## src/rtl/sdh_defect_pkg.sv

```systemverilog
// Package of constants and types for the path defect monitor.
package sdh_defect_pkg;

   // ==========================================================
   // Register map
   localparam logic [7:0] ADDR_CTRL      = 8'h00;
   localparam logic [7:0] ADDR_STATUS    = 8'h04;
   localparam logic [7:0] ADDR_TX_TRACE  = 8'h08;
   localparam logic [7:0] ADDR_EXP_TRACE = 8'h0c;
   localparam logic [7:0] ADDR_ACC_TRACE = 8'h10;
   localparam logic [7:0] ADDR_BER       = 8'h14;
   localparam logic [7:0] ADDR_DEG_CFG   = 8'h18;

   // ==========================================================
   // Control register fields
   localparam int CTRL_TP_MON      = 0;
   localparam int CTRL_LOW_ORDER   = 1;
   localparam int CTRL_TCM_NET     = 2;
   localparam int CTRL_TIM_EN      = 3;
   localparam int CTRL_TIM_DIS     = 4;
   localparam int CTRL_BURSTY      = 5;
   localparam int CTRL_TRACE_GEN   = 6;
   localparam int CTRL_PORT_LSB    = 8;
   localparam int CTRL_PORT_WR     = 10;
   localparam logic [31:0] CTRL_RESET = 32'h0000_0000;

   // ==========================================================
   // Status register fields
   localparam int ST_UNEQ  = 0;
   localparam int ST_AIS   = 1;
   localparam int ST_TIM   = 2;
   localparam int ST_EXC   = 3;
   localparam int ST_DEG   = 4;
   localparam int ST_CAUSE = 5;
   localparam int ST_PORT  = 8;

   // ==========================================================
   // Persistence and degraded-signal limits
   localparam logic [2:0] PERSIST_FRAMES = 3'h5;
   localparam logic [3:0] BAD_INTERVAL_COUNT_MIN       = 4'h2;
   localparam logic [3:0] BAD_INTERVAL_COUNT_MAX       = 4'ha;
   localparam logic [3:0] BAD_INTERVAL_COUNT_RESET     = 4'h2;
   localparam logic [7:0] TSL_UNEQ       = 8'h00;
   localparam logic [7:0] TSL_AIS        = 8'hff;
   localparam logic [2:0] V5_UNEQ        = 3'h0;
   localparam logic [2:0] V5_AIS         = 3'h7;
   localparam logic [7:0] TX_TRACE_RESET = 8'h00;
   localparam bit         AUTO_SUPPORTED = 1'b1;

   // Port mode states.
   typedef enum logic [1:0] {
      PORT_UNMON,
      PORT_AUTO,
      PORT_MON
   } port_mode_t;

endpackage

```

## src/rtl/sdh_path_defect_monitor.sv

```systemverilog
// Sink-side defect supervision for path and section trail terminations.
// Overview of operation
// - Fault causes gated by termination mode.
// - Monitored in service, unmonitored otherwise.
// - Port mode: monitored, auto-arm, unmonitored.
// - Reset to auto-arm if supported.
// - Unequipped and alarm indication declared only after persistence check.
// - Hardware faults join fault cause output.
// - High order unequipped: C2 zero, five frames.
// - Low order unequipped: V5 bits 000.
// - High order alarm indication: C2 all ones.
// - Low order alarm indication: V5 bits 111.
// - No tandem overhead: alarm indication false.
// - Optional transmit trace byte insertion.
// - Trace check not required: mismatch false.
// - Mismatch compares expected and accepted trace.
// - Disable command forces mismatch false.
// - CRC or alignment error gives mismatch.
// - Accepted trace reported to management.
// - Bursty model: excessive error held false.
// - Poisson excessive error from rate detector.
// - Poisson degraded signal from rate detector.
// - Detection probability met by rate detector.
// - Clearing probability met by rate detector.
// - Bursty degraded after count of bad seconds.
//
// Local design decisions: the strobed register port and the register offsets.
`timescale 1ns/1ps
module sdh_path_defect_monitor
   import sdh_defect_pkg::*;
(
   input  wire logic        mclk,
   input  wire logic        arst_n,
   input  wire logic [7:0]  regAddr,
   input  wire logic [31:0] regWrData,
   input  wire logic        regWr,
   input  wire logic        regRd,
   output logic [31:0]      regRdData,
   input  wire logic        frameStb,
   input  wire logic [7:0]  pathSignalLabel,
   input  wire logic [7:0]  traceByteRx,
   input  wire logic        traceCrcErr,
   input  wire logic        traceAlignErr,
   input  wire logic        hwFault,
   input  wire logic        signalLossDefect,
   input  wire logic        berExcDetect,
   input  wire logic        berDegDetect,
   input  wire logic        secondStb,
   input  wire logic        badInterval,
   output logic [7:0]       traceByteTx,
   output logic             unequippedDefect,
   output logic             vcAlarmIndicationDefect,
   output logic             traceMismatchDefect,
   output logic             excessiveErrorDefect,
   output logic             degradedSignalDefect,
   output logic             faultCause
);

   // ==========================================================
   // Register state
   logic [31:0] ctrl_reg;
   logic [31:0] ctrl_next;
   logic [7:0]  txTrace_reg;
   logic [7:0]  txTrace_next;
   logic [7:0]  expTrace_reg;
   logic [7:0]  expTrace_next;
   logic [7:0]  accTrace_reg;
   logic [7:0]  accTrace_next;
   logic [3:0]  badIntervalCount_reg;
   logic [3:0]  badIntervalCount_next;
   logic [31:0] rdData_reg;
   logic [31:0] rdData_next;
   port_mode_t  port_reg;
   port_mode_t  port_next;

   // Pin synchronisers for the physical-layer loss indication.
   logic        losS1_reg;
   logic        losS2_reg;
   logic        losS3_reg;
   logic        losStable_reg;
   logic        losStable_next;

   logic        uneqRaw;
   logic        aisRaw;
   logic        uneqMatch;
   logic        aisMatch;
   logic        timRaw;
   logic        timNext;
   logic        tim_reg;
   logic        exc_reg;
   logic        excNext;
   logic        deg_reg;
   logic        degNext;
   logic [3:0]  badRun_reg;
   logic [3:0]  badRun_next;
   logic        monitored;
   logic        lowOrder;
   logic [31:0] statusWord;

   assign lowOrder = ctrl_reg[CTRL_LOW_ORDER];

   // ==========================================================
   // Signal label matching, per payload order.
   always_comb begin
      if (lowOrder) begin
         uneqMatch = pathSignalLabel[2:0] == V5_UNEQ;
         aisMatch  = pathSignalLabel[2:0] == V5_AIS;
      end else begin
         uneqMatch = pathSignalLabel == TSL_UNEQ;
         aisMatch  = pathSignalLabel == TSL_AIS;
      end
   end

   persist_filter uUneq (
      .mclk     (mclk),
      .arst_n   (arst_n),
      .frameStb (frameStb),
      .match    (uneqMatch),
      .defect   (uneqRaw)
   );

   persist_filter uAis (
      .mclk     (mclk),
      .arst_n   (arst_n),
      .frameStb (frameStb),
      .match    (aisMatch),
      .defect   (aisRaw)
   );

   // ==========================================================
   // Loss indication comes from another clock domain; a change counts once stages agree.
   always_ff @(posedge mclk or negedge arst_n) begin
      if (!arst_n) begin
         losS1_reg     <= 1'b1;
         losS2_reg     <= 1'b1;
         losS3_reg     <= 1'b1;
         losStable_reg <= 1'b1;
      end else begin
         losS1_reg     <= signalLossDefect;
         losS2_reg     <= losS1_reg;
         losS3_reg     <= losS2_reg;
         losStable_reg <= losStable_next;
      end
   end

   always_comb begin
      losStable_next = losStable_reg;
      if (losS2_reg == losS3_reg) begin
         losStable_next = losS2_reg;
      end
   end

   // ==========================================================
   // Port mode: software writes take effect, auto-arm promotes itself once loss clears.
   always_comb begin
      port_next = port_reg;
      if (regWr && regAddr == ADDR_CTRL && regWrData[CTRL_PORT_WR]) begin
         unique case (regWrData[CTRL_PORT_LSB +: 2])
            2'h1:    port_next = AUTO_SUPPORTED ? PORT_AUTO : PORT_UNMON;
            2'h2:    port_next = PORT_MON;
            default: port_next = PORT_UNMON;
         endcase
      end else if (port_reg == PORT_AUTO && !losStable_reg) begin
         port_next = PORT_MON;
      end
   end

   // Fault causes only leave the block while both modes say monitored.
   assign monitored = ctrl_reg[CTRL_TP_MON] && port_reg == PORT_MON;

   // ==========================================================
   // Trace and error defects.
   always_comb begin
      accTrace_next = accTrace_reg;
      timRaw        = tim_reg;
      if (frameStb) begin
         accTrace_next = traceByteRx;
         timRaw = traceByteRx != expTrace_reg || traceCrcErr || traceAlignErr;
      end
      if (!ctrl_reg[CTRL_TIM_EN] || ctrl_reg[CTRL_TIM_DIS]) begin
         timNext = 1'b0;
      end else begin
         timNext = timRaw;
      end
   end

   // Bursty model counts consecutive bad seconds; the rate detector serves the Poisson model.
   always_comb begin
      badRun_next = badRun_reg;
      degNext     = deg_reg;
      excNext     = 1'b0;
      if (ctrl_reg[CTRL_BURSTY]) begin
         if (secondStb) begin
            if (badInterval) begin
               if (badRun_reg < badIntervalCount_reg) begin
                  badRun_next = badRun_reg + 4'h1;
               end
               if (badRun_reg + 4'h1 >= badIntervalCount_reg) begin
                  degNext = 1'b1;
               end
            end else begin
               badRun_next = 4'h0;
               degNext     = 1'b0;
            end
         end
      end else begin
         badRun_next = 4'h0;
         excNext     = berExcDetect;
         degNext     = berDegDetect;
      end
   end

   always_ff @(posedge mclk or negedge arst_n) begin
      if (!arst_n) begin
         tim_reg    <= 1'b0;
         exc_reg    <= 1'b0;
         deg_reg    <= 1'b0;
         badRun_reg <= 4'h0;
      end else begin
         tim_reg    <= timNext;
         exc_reg    <= excNext;
         deg_reg    <= degNext;
         badRun_reg <= badRun_next;
      end
   end

   // ==========================================================
   // Register writes. A bad-interval count outside its range is clamped.
   always_comb begin
      ctrl_next             = ctrl_reg;
      txTrace_next          = txTrace_reg;
      expTrace_next         = expTrace_reg;
      badIntervalCount_next = badIntervalCount_reg;
      if (regWr) begin
         unique case (regAddr)
            ADDR_CTRL:      ctrl_next     = regWrData;
            ADDR_TX_TRACE:  txTrace_next  = regWrData[7:0];
            ADDR_EXP_TRACE: expTrace_next = regWrData[7:0];
            ADDR_DEG_CFG: begin
               if (regWrData[3:0] < BAD_INTERVAL_COUNT_MIN) begin
                  badIntervalCount_next = BAD_INTERVAL_COUNT_MIN;
               end else if (regWrData[3:0] > BAD_INTERVAL_COUNT_MAX) begin
                  badIntervalCount_next = BAD_INTERVAL_COUNT_MAX;
               end else begin
                  badIntervalCount_next = regWrData[3:0];
               end
            end
            default: ;
         endcase
      end
   end

   assign statusWord = {22'h0, port_reg, 1'b0, losStable_reg, faultCause,
                        degradedSignalDefect, excessiveErrorDefect,
                        traceMismatchDefect, vcAlarmIndicationDefect, unequippedDefect};

   // Read data stands in the cycle after the strobe; unmapped addresses read zero.
   always_comb begin
      rdData_next = 32'h0;
      if (regRd) begin
         unique case (regAddr)
            ADDR_CTRL:      rdData_next = ctrl_reg;
            ADDR_STATUS:    rdData_next = statusWord;
            ADDR_TX_TRACE:  rdData_next = {24'h0, txTrace_reg};
            ADDR_EXP_TRACE: rdData_next = {24'h0, expTrace_reg};
            ADDR_ACC_TRACE: rdData_next = {24'h0, accTrace_reg};
            ADDR_BER:       rdData_next = {30'h0, berDegDetect, berExcDetect};
            ADDR_DEG_CFG:   rdData_next = {28'h0, badIntervalCount_reg};
            default:        rdData_next = 32'h0;
         endcase
      end
   end

   always_ff @(posedge mclk or negedge arst_n) begin
      if (!arst_n) begin
         ctrl_reg             <= CTRL_RESET;
         txTrace_reg          <= TX_TRACE_RESET;
         expTrace_reg         <= 8'h00;
         accTrace_reg         <= 8'h00;
         badIntervalCount_reg <= BAD_INTERVAL_COUNT_RESET;
         rdData_reg           <= 32'h0;
         port_reg             <= AUTO_SUPPORTED ? PORT_AUTO : PORT_UNMON;
      end else begin
         ctrl_reg             <= ctrl_next;
         txTrace_reg          <= txTrace_next;
         expTrace_reg         <= expTrace_next;
         accTrace_reg         <= accTrace_next;
         badIntervalCount_reg <= badIntervalCount_next;
         rdData_reg           <= rdData_next;
         port_reg             <= port_next;
      end
   end

   // ==========================================================
   // Outputs. Defects report raw except alarm indication, masked without tandem overhead; only the fault cause is gated by mode.
   assign regRdData               = rdData_reg;
   assign traceByteTx             = ctrl_reg[CTRL_TRACE_GEN] ? txTrace_reg : TX_TRACE_RESET;
   assign unequippedDefect        = uneqRaw;
   assign vcAlarmIndicationDefect = ctrl_reg[CTRL_TCM_NET] && aisRaw;
   assign traceMismatchDefect     = tim_reg;
   assign excessiveErrorDefect    = exc_reg;
   assign degradedSignalDefect    = deg_reg;
   // Hardware faults enter the same path as transmission causes.
   assign faultCause = monitored && (uneqRaw || vcAlarmIndicationDefect || tim_reg
                       || exc_reg || deg_reg || hwFault);
endmodule // sdh_path_defect_monitor

```

## src/rtl/persist_filter.sv

```systemverilog
// Five-frame persistence filter for a single defect.
`timescale 1ns/1ps
module persist_filter
   import sdh_defect_pkg::*;
(
   input  wire logic mclk,
   input  wire logic arst_n,
   input  wire logic frameStb,
   input  wire logic match,
   output logic      defect
);

   logic [2:0] runCnt_reg;
   logic [2:0] runCnt_next;
   logic       defect_reg;
   logic       defect_next;

   // A frame that disagrees with the current defect state lengthens the run; one that agrees
   // restarts it, so only unbroken runs of five flip the state.
   always_comb begin
      runCnt_next = runCnt_reg;
      defect_next = defect_reg;
      if (frameStb) begin
         if (match == defect_reg) begin
            runCnt_next = 3'h0;
         end else if (runCnt_reg == PERSIST_FRAMES - 3'h1) begin
            runCnt_next = 3'h0;
            defect_next = match;
         end else begin
            runCnt_next = runCnt_reg + 3'h1;
         end
      end
   end

   // State registers.
   always_ff @(posedge mclk or negedge arst_n) begin
      if (!arst_n) begin
         runCnt_reg <= 3'h0;
         defect_reg <= 1'b0;
      end else begin
         runCnt_reg <= runCnt_next;
         defect_reg <= defect_next;
      end
   end

   assign defect = defect_reg;

endmodule // persist_filter

```

## config.mk

```make
export PLATFORM = sky130hd
export DESIGN_NAME = sdh_path_defect_monitor
export DESIGN_NICKNAME = d
export VERILOG_FILES = /design/src/rtl/sdh_defect_pkg.sv /design/src/rtl/sdh_path_defect_monitor.sv /design/src/rtl/persist_filter.sv
export SDC_FILE = /design/constraint.sdc
export NUM_CORES = 1
export LEC_CHECK = 0
export BUFFER_PORTS_ARGS = -buffer_cell sky130_fd_sc_hd__buf_2
export CAP_MARGIN = 25
export CORE_ASPECT_RATIO = 1.75
export CORE_MARGIN = 1
export CORE_UTILIZATION = 45
export DETAILED_ROUTE_END_ITERATION = 6
export HOLD_SLACK_MARGIN = 0.05
export PLACE_DENSITY = 0.68
export SYNTH_ARGS = -nofsm -noshare
export SYNTH_HDL_FRONTEND = slang
export SYNTH_SLANG_ARGS = --single-unit
export TNS_END_PERCENT = 50
```

## constraint.sdc

```tcl
create_clock -name mclk -period 2.4 [get_ports mclk]
set_input_delay 0.12 -clock mclk [delete_from_list [all_inputs] [get_ports mclk]]
set_output_delay 0.12 -clock mclk [all_outputs]
set_load 0.03 [all_outputs]
```

==> impl_results.html <==
<table>
<tr><th>Metric</th><th>Value</th></tr>
<tr><th colspan="2">Clock network</th></tr>
<tr><td>Clock transition at path regs</td><td>0.06 ns</td></tr>
<tr><td>TritonCTS clock tree</td><td>yes</td></tr>
<tr><td>Number of CTS-inserted buffers</td><td>17</td></tr>
<tr><td>Number of H-tree levels</td><td>4</td></tr>
<tr><td>Max clock buf depth</td><td>2</td></tr>
<tr><td>Worst-Skew Late Latency</td><td>around 0.41 ns</td></tr>
<tr><td>Buffer count from post-CTS setup fixing</td><td>0</td></tr>
<tr><td>Number of sinks driven by the clock tree</td><td>113</td></tr>
<tr><td>Clock Root Buffer</td><td>sky130_fd_sc_hd__clkbuf_16</td></tr>
<tr><th colspan="2">Final layout</th></tr>
<tr><td>Growth of design area from synthesis to finish</td><td>33.2%</td></tr>
<tr><td>Final design utilization</td><td>0.621</td></tr>
<tr><td>Proportion of layout cells with a drive suffix above 1</td><td>0.379</td></tr>
<tr><td>Diodes inserted</td><td>0</td></tr>
<tr><td>Final nets</td><td>665</td></tr>
<tr><th colspan="2">STA</th></tr>
<tr><td>Hold violation count in the final report</td><td>0</td></tr>
<tr><td>Tightest slew margin relative to the limit</td><td>0.537</td></tr>
<tr><td>Unrepaired setup endpoints after global routing</td><td>no</td></tr>
<tr><td>Final worst setup slack</td><td>0.450 ns</td></tr>
<tr><td>Clock tree skew after final layout</td><td>roughly 0.012 ns</td></tr>
<tr><td>Finish-stage setup viols</td><td>0</td></tr>
<tr><td>Min cycle time layout</td><td>1.95 ns</td></tr>
<tr><td>Setup TNS</td><td>0 ns</td></tr>
<tr><td>Post-route fraction of the period consumed by the critical path</td><td>0.813</td></tr>
<tr><td>Worst hold margin</td><td>~0.077 ns</td></tr>
<tr><td>Count of final max-slew check failures</td><td>0</td></tr>
<tr><td>Timing-limited maximum frequency</td><td>slightly above 500 MHz</td></tr>
<tr><td>Slew at the pin closest to its max-slew limit</td><td>between 0.6 and 0.7 ns</td></tr>
<tr><th colspan="2">Worst setup path</th></tr>
<tr><td>Arrival time at the worst endpoint</td><td>2.27 ns</td></tr>
<tr><td>Register-to-register setup slack</td><td>0.45 ns</td></tr>
<tr><td>Critical Path Sink Type</td><td>register</td></tr>
<tr><td>Family with the most delay on the worst path</td><td>compound AO/OA/AOI/OAI gates</td></tr>
<tr><td>Crit path required time</td><td>2.72 ns</td></tr>
<tr><td>Critical path's slowest cell</td><td>sky130_fd_sc_hd__dfstp_2</td></tr>
<tr><td>Crit path launch type</td><td>register</td></tr>
<tr><td>Largest driver fanout on the critical path</td><td>4</td></tr>
<tr><td>WP buf/inv</td><td>1</td></tr>
<tr><td>Classification of the worst setup path</td><td>reg -&gt; reg</td></tr>
<tr><td>Largest stage delay on the critical path</td><td>0.53 ns</td></tr>
<tr><td>Crit-path cells</td><td>inv_1, ha_1, nor2b_1, o31ai_1, nand2b_1, o221ai_1</td></tr>
<tr><th colspan="2">Floorplanning</th></tr>
<tr><td>Die Width</td><td>between 80 and 90 um</td></tr>
<tr><td>Top-level port count</td><td>115</td></tr>
<tr><td>Starting utilization of the core area</td><td>0.466</td></tr>
<tr><td>Row count</td><td>between 50 and 60</td></tr>
<tr><td>Area of the placeable core</td><td>0.0112 sq mm</td></tr>
<tr><td>Die H</td><td>approximately 140 um</td></tr>
<tr><td>Total die area</td><td>0.0121 sq mm</td></tr>
<tr><th colspan="2">Routing</th></tr>
<tr><td>Via-to-Cell Ratio</td><td>5.45</td></tr>
<tr><td>Count of routing violations after the opening detailed-route iteration</td><td>between 150 and 200</td></tr>
<tr><td>Total length of routed wires</td><td>13.0 mm</td></tr>
<tr><td>Number of design rule violations left after detail routing</td><td>0</td></tr>
<tr><td>Antenna-violating nets left</td><td>0</td></tr>
<tr><td>Drt wl/cell</td><td>17.9 um</td></tr>
<tr><td>Routed via count</td><td>between 3000 and 4000</td></tr>
<tr><td>Count of TritonRoute iterations in the first routing pass</td><td>4</td></tr>
<tr><th colspan="2">Global route</th></tr>
<tr><td>Wire length of the first global-routing pass</td><td>20.9 mm</td></tr>
<tr><td>Sum of overflow across all layers after global routing</td><td>0</td></tr>
<tr><td>Global router's overall resource usage</td><td>0.230</td></tr>
<tr><td>Initial antenna violation count</td><td>0</td></tr>
<tr><td>Pin count of the biggest net entering global routing</td><td>~110</td></tr>
<tr><td>Via count of the first global-routing pass</td><td>4225</td></tr>
<tr><th colspan="2">Logic synthesis</th></tr>
<tr><td>Number of warnings reported in the yosys synthesis log</td><td>0</td></tr>
<tr><td>Flip-flop cell with the highest count after synthesis</td><td>sky130_fd_sc_hd__dfrtp_1</td></tr>
<tr><td>Post-Synthesis Net Count</td><td>500</td></tr>
<tr><td>Syn_area_per_cell</td><td>12.5 sq um</td></tr>
<tr><td>Post-synthesis sequential area ratio</td><td>0.542</td></tr>
<tr><td>Number of enable flip-flop cells after synthesis</td><td>0</td></tr>
<tr><td>Number of instances in the synthesized netlist</td><td>between 400 and 500</td></tr>
<tr><td>Fraction of synthesis flops using an asynchronous set or reset pin</td><td>1.00</td></tr>
<tr><td>Distinct cell type count after synthesis</td><td>52</td></tr>
<tr><td>Post-synthesis instance area</td><td>0.00523 sq mm</td></tr>
<tr><td>Seq cells post-synth</td><td>113</td></tr>
<tr><th colspan="2">Power and ir drop</th></tr>
<tr><td>Cell leakage power</td><td>3.49 nW</td></tr>
<tr><td>Pint</td><td>0.00381 W</td></tr>
<tr><td>Sequential share of power</td><td>0.408</td></tr>
<tr><td>Switch Pwr</td><td>0.00115 W</td></tr>
<tr><td>Combinational Power Share</td><td>0.078</td></tr>
<tr><td>Total Power Consumption</td><td>0.00497 W</td></tr>
<tr><td>Switching part of the total power</td><td>0.232</td></tr>
<tr><td>Worst voltage drop across the vdd grid</td><td>0.744 mV</td></tr>
<tr><td>Pwr/cell area</td><td>approximately 700 mW/mm^2</td></tr>
<tr><td>Part of the power in the clock network</td><td>0.514</td></tr>
<tr><th colspan="2">Placed design</th></tr>
<tr><td>Routability-driven placement congestion ratio</td><td>0.839</td></tr>
<tr><td>Port Buffers</td><td>114</td></tr>
<tr><td>Worst setup slack before clock tree synthesis</td><td>0.448 ns</td></tr>
<tr><td>Post-DP HPWL</td><td>8.97 mm</td></tr>
<tr><th colspan="2">Min path</th></tr>
<tr><td>Path class of the lowest-slack min-delay path</td><td>in -&gt; reg</td></tr>
<tr><th colspan="2">Run status</th></tr>
<tr><td>Result of the run</td><td>complete, no violations</td></tr>
<tr><th colspan="2">Job</th></tr>
<tr><td>Number of max-capacitance violations reported</td><td>0</td></tr>
</table>
Yosys cell counts (all sizes together), types with 3 or more instances:
library cell,n,share of area
and3,3,0.0045
o2111ai,3,0.0050
nand2,17,0.014
mux2i,8,0.015
buf,8,0.015
nand2b,3,0.0036
xnor2,4,0.0067
a21oi,10,0.0096
xor2,10,0.017
o31ai,3,0.0043
nor4,6,0.013
nand3,11,0.015
o21ai,11,0.011
nor3,6,0.0057
a211oi,3,0.0043
clkbuf,11,0.0079
nand4,9,0.011
mux2,58,0.12
a22oi,3,0.0043
nor2b,4,0.0048
nor2,16,0.011
nand3b,4,0.0057
and2,32,0.038
mux4,5,0.022
ha,13,0.031
o22ai,4,0.0048
inv,16,0.011
dfstp,6,0.030
dfrtp,107,0.51
cells in the final DEF (no fill, tap or decap), types with 3 or more instances in the layout:
cell type                         n
sky130_fd_sc_hd__a211oi_1         3
sky130_fd_sc_hd__a21oi_1         10
sky130_fd_sc_hd__a22oi_1          3
sky130_fd_sc_hd__and2_1          32
sky130_fd_sc_hd__buf_2          113
sky130_fd_sc_hd__buf_4            5
sky130_fd_sc_hd__bufinv_16        3
sky130_fd_sc_hd__clkbuf_16       17
sky130_fd_sc_hd__clkinv_4         4
sky130_fd_sc_hd__clkinvlp_4       3
sky130_fd_sc_hd__dfrtp_1        107
sky130_fd_sc_hd__dfstp_2          6
sky130_fd_sc_hd__dlygate4sd3_1   46
sky130_fd_sc_hd__ha_1            13
sky130_fd_sc_hd__inv_1           16
sky130_fd_sc_hd__inv_6            3
sky130_fd_sc_hd__mux2_2          58
sky130_fd_sc_hd__mux2i_1          8
sky130_fd_sc_hd__mux4_2           5
sky130_fd_sc_hd__nand2_1         16
sky130_fd_sc_hd__nand2b_1         3
sky130_fd_sc_hd__nand3_1          9
sky130_fd_sc_hd__nand3b_1         4
sky130_fd_sc_hd__nand4_1          9
sky130_fd_sc_hd__nor2_1          16
sky130_fd_sc_hd__nor2b_1          4
sky130_fd_sc_hd__nor3_1           6
sky130_fd_sc_hd__nor4_1           4
sky130_fd_sc_hd__o2111ai_1        3
sky130_fd_sc_hd__o21ai_0         11
sky130_fd_sc_hd__o22ai_1          4
sky130_fd_sc_hd__o31ai_1          3
sky130_fd_sc_hd__xnor2_1          4
sky130_fd_sc_hd__xor2_1          10
final timing paths:
path / start / endpoint / cells after the start
hold reg to reg: losS1_reg / losS2_reg / 0
min in group asynchronous: arst_n / regRdData[12] / 3
setup reg to reg: badIntervalCount_reg[1] / badRun_reg[0] / 6
max in group asynchronous: arst_n / expTrace_reg[7] / 3
setup / recovery: badIntervalCount_reg[1] / badRun_reg[0] / 6
hold / removal: regAddr[6] / regRdData[9] / 4
cell type report:
cell class	count	area [sq um]
fillers	891	4260
clock buffers	17	425
well taps	132	165
inverters	16	60.1
clock inverters	15	184
multi-input cells	270	2220
repair buffers	165	1080
flip-flops and latches	113	2840
timing repair:
action / in CTS / in global routing
gates resized for setup: 0 / 0
hold buffers: 46 / 0
endpoints found under the hold margin: 173 / 0
worst reg2reg max path, cell delays in order, from the launching register on:
cell and delay (ns):
sky130_fd_sc_hd__dfstp_2 0.53, sky130_fd_sc_hd__inv_1 0.06, sky130_fd_sc_hd__ha_1 0.28, sky130_fd_sc_hd__nor2b_1 0.14
sky130_fd_sc_hd__o31ai_1 0.48, sky130_fd_sc_hd__nand2b_1 0.16, sky130_fd_sc_hd__o221ai_1 0.21
metrics by stage:
stage | cell area [sq um] | instances
after detailed placement | 5900 | 650
after global routing | 6970 | 728
after floorplan | 5230 | 418
after global placement | 5900 | 650
final | 6970 | 728
after CTS | 6970 | 728
routing by layer:
metal  vias up  GRT usage  wire, um  part of all wire
li1       1835          -         -                 -
met1      1968      0.239      4850              0.37
met2       130      0.414      7130              0.55
met3        35     0.0669       557             0.043
met4         0      0.131       495             0.038
met5         -          0         0                 0
cells by family after synthesis:
| family | Yosys count | synth area share |
|---|---|---|
| muxes | 71 | 0.162 |
| adders and majority gates | 14 | 0.0330 |
| AOI/OAI and AO/OA | 52 | 0.0657 |
| DFF | 113 | 0.542 |
| and+or+nand+nor | 119 | 0.140 |
| buffers and inverters | 35 | 0.0347 |
| xor gates and xnor gates | 14 | 0.0234 |
power by group through the flow:
stage                     Combinational, W  Clock, W  Sequential, W
after floorplan                   0.000171         0        0.00205
after global placement            0.000317         0        0.00206
after detailed placement          0.000326         0        0.00206
after CTS                         0.000388   0.00260        0.00203
after global routing              0.000426   0.00268        0.00204
final                             0.000387   0.00255        0.00203
Note: power is estimated with default switching activity, not from simulation.
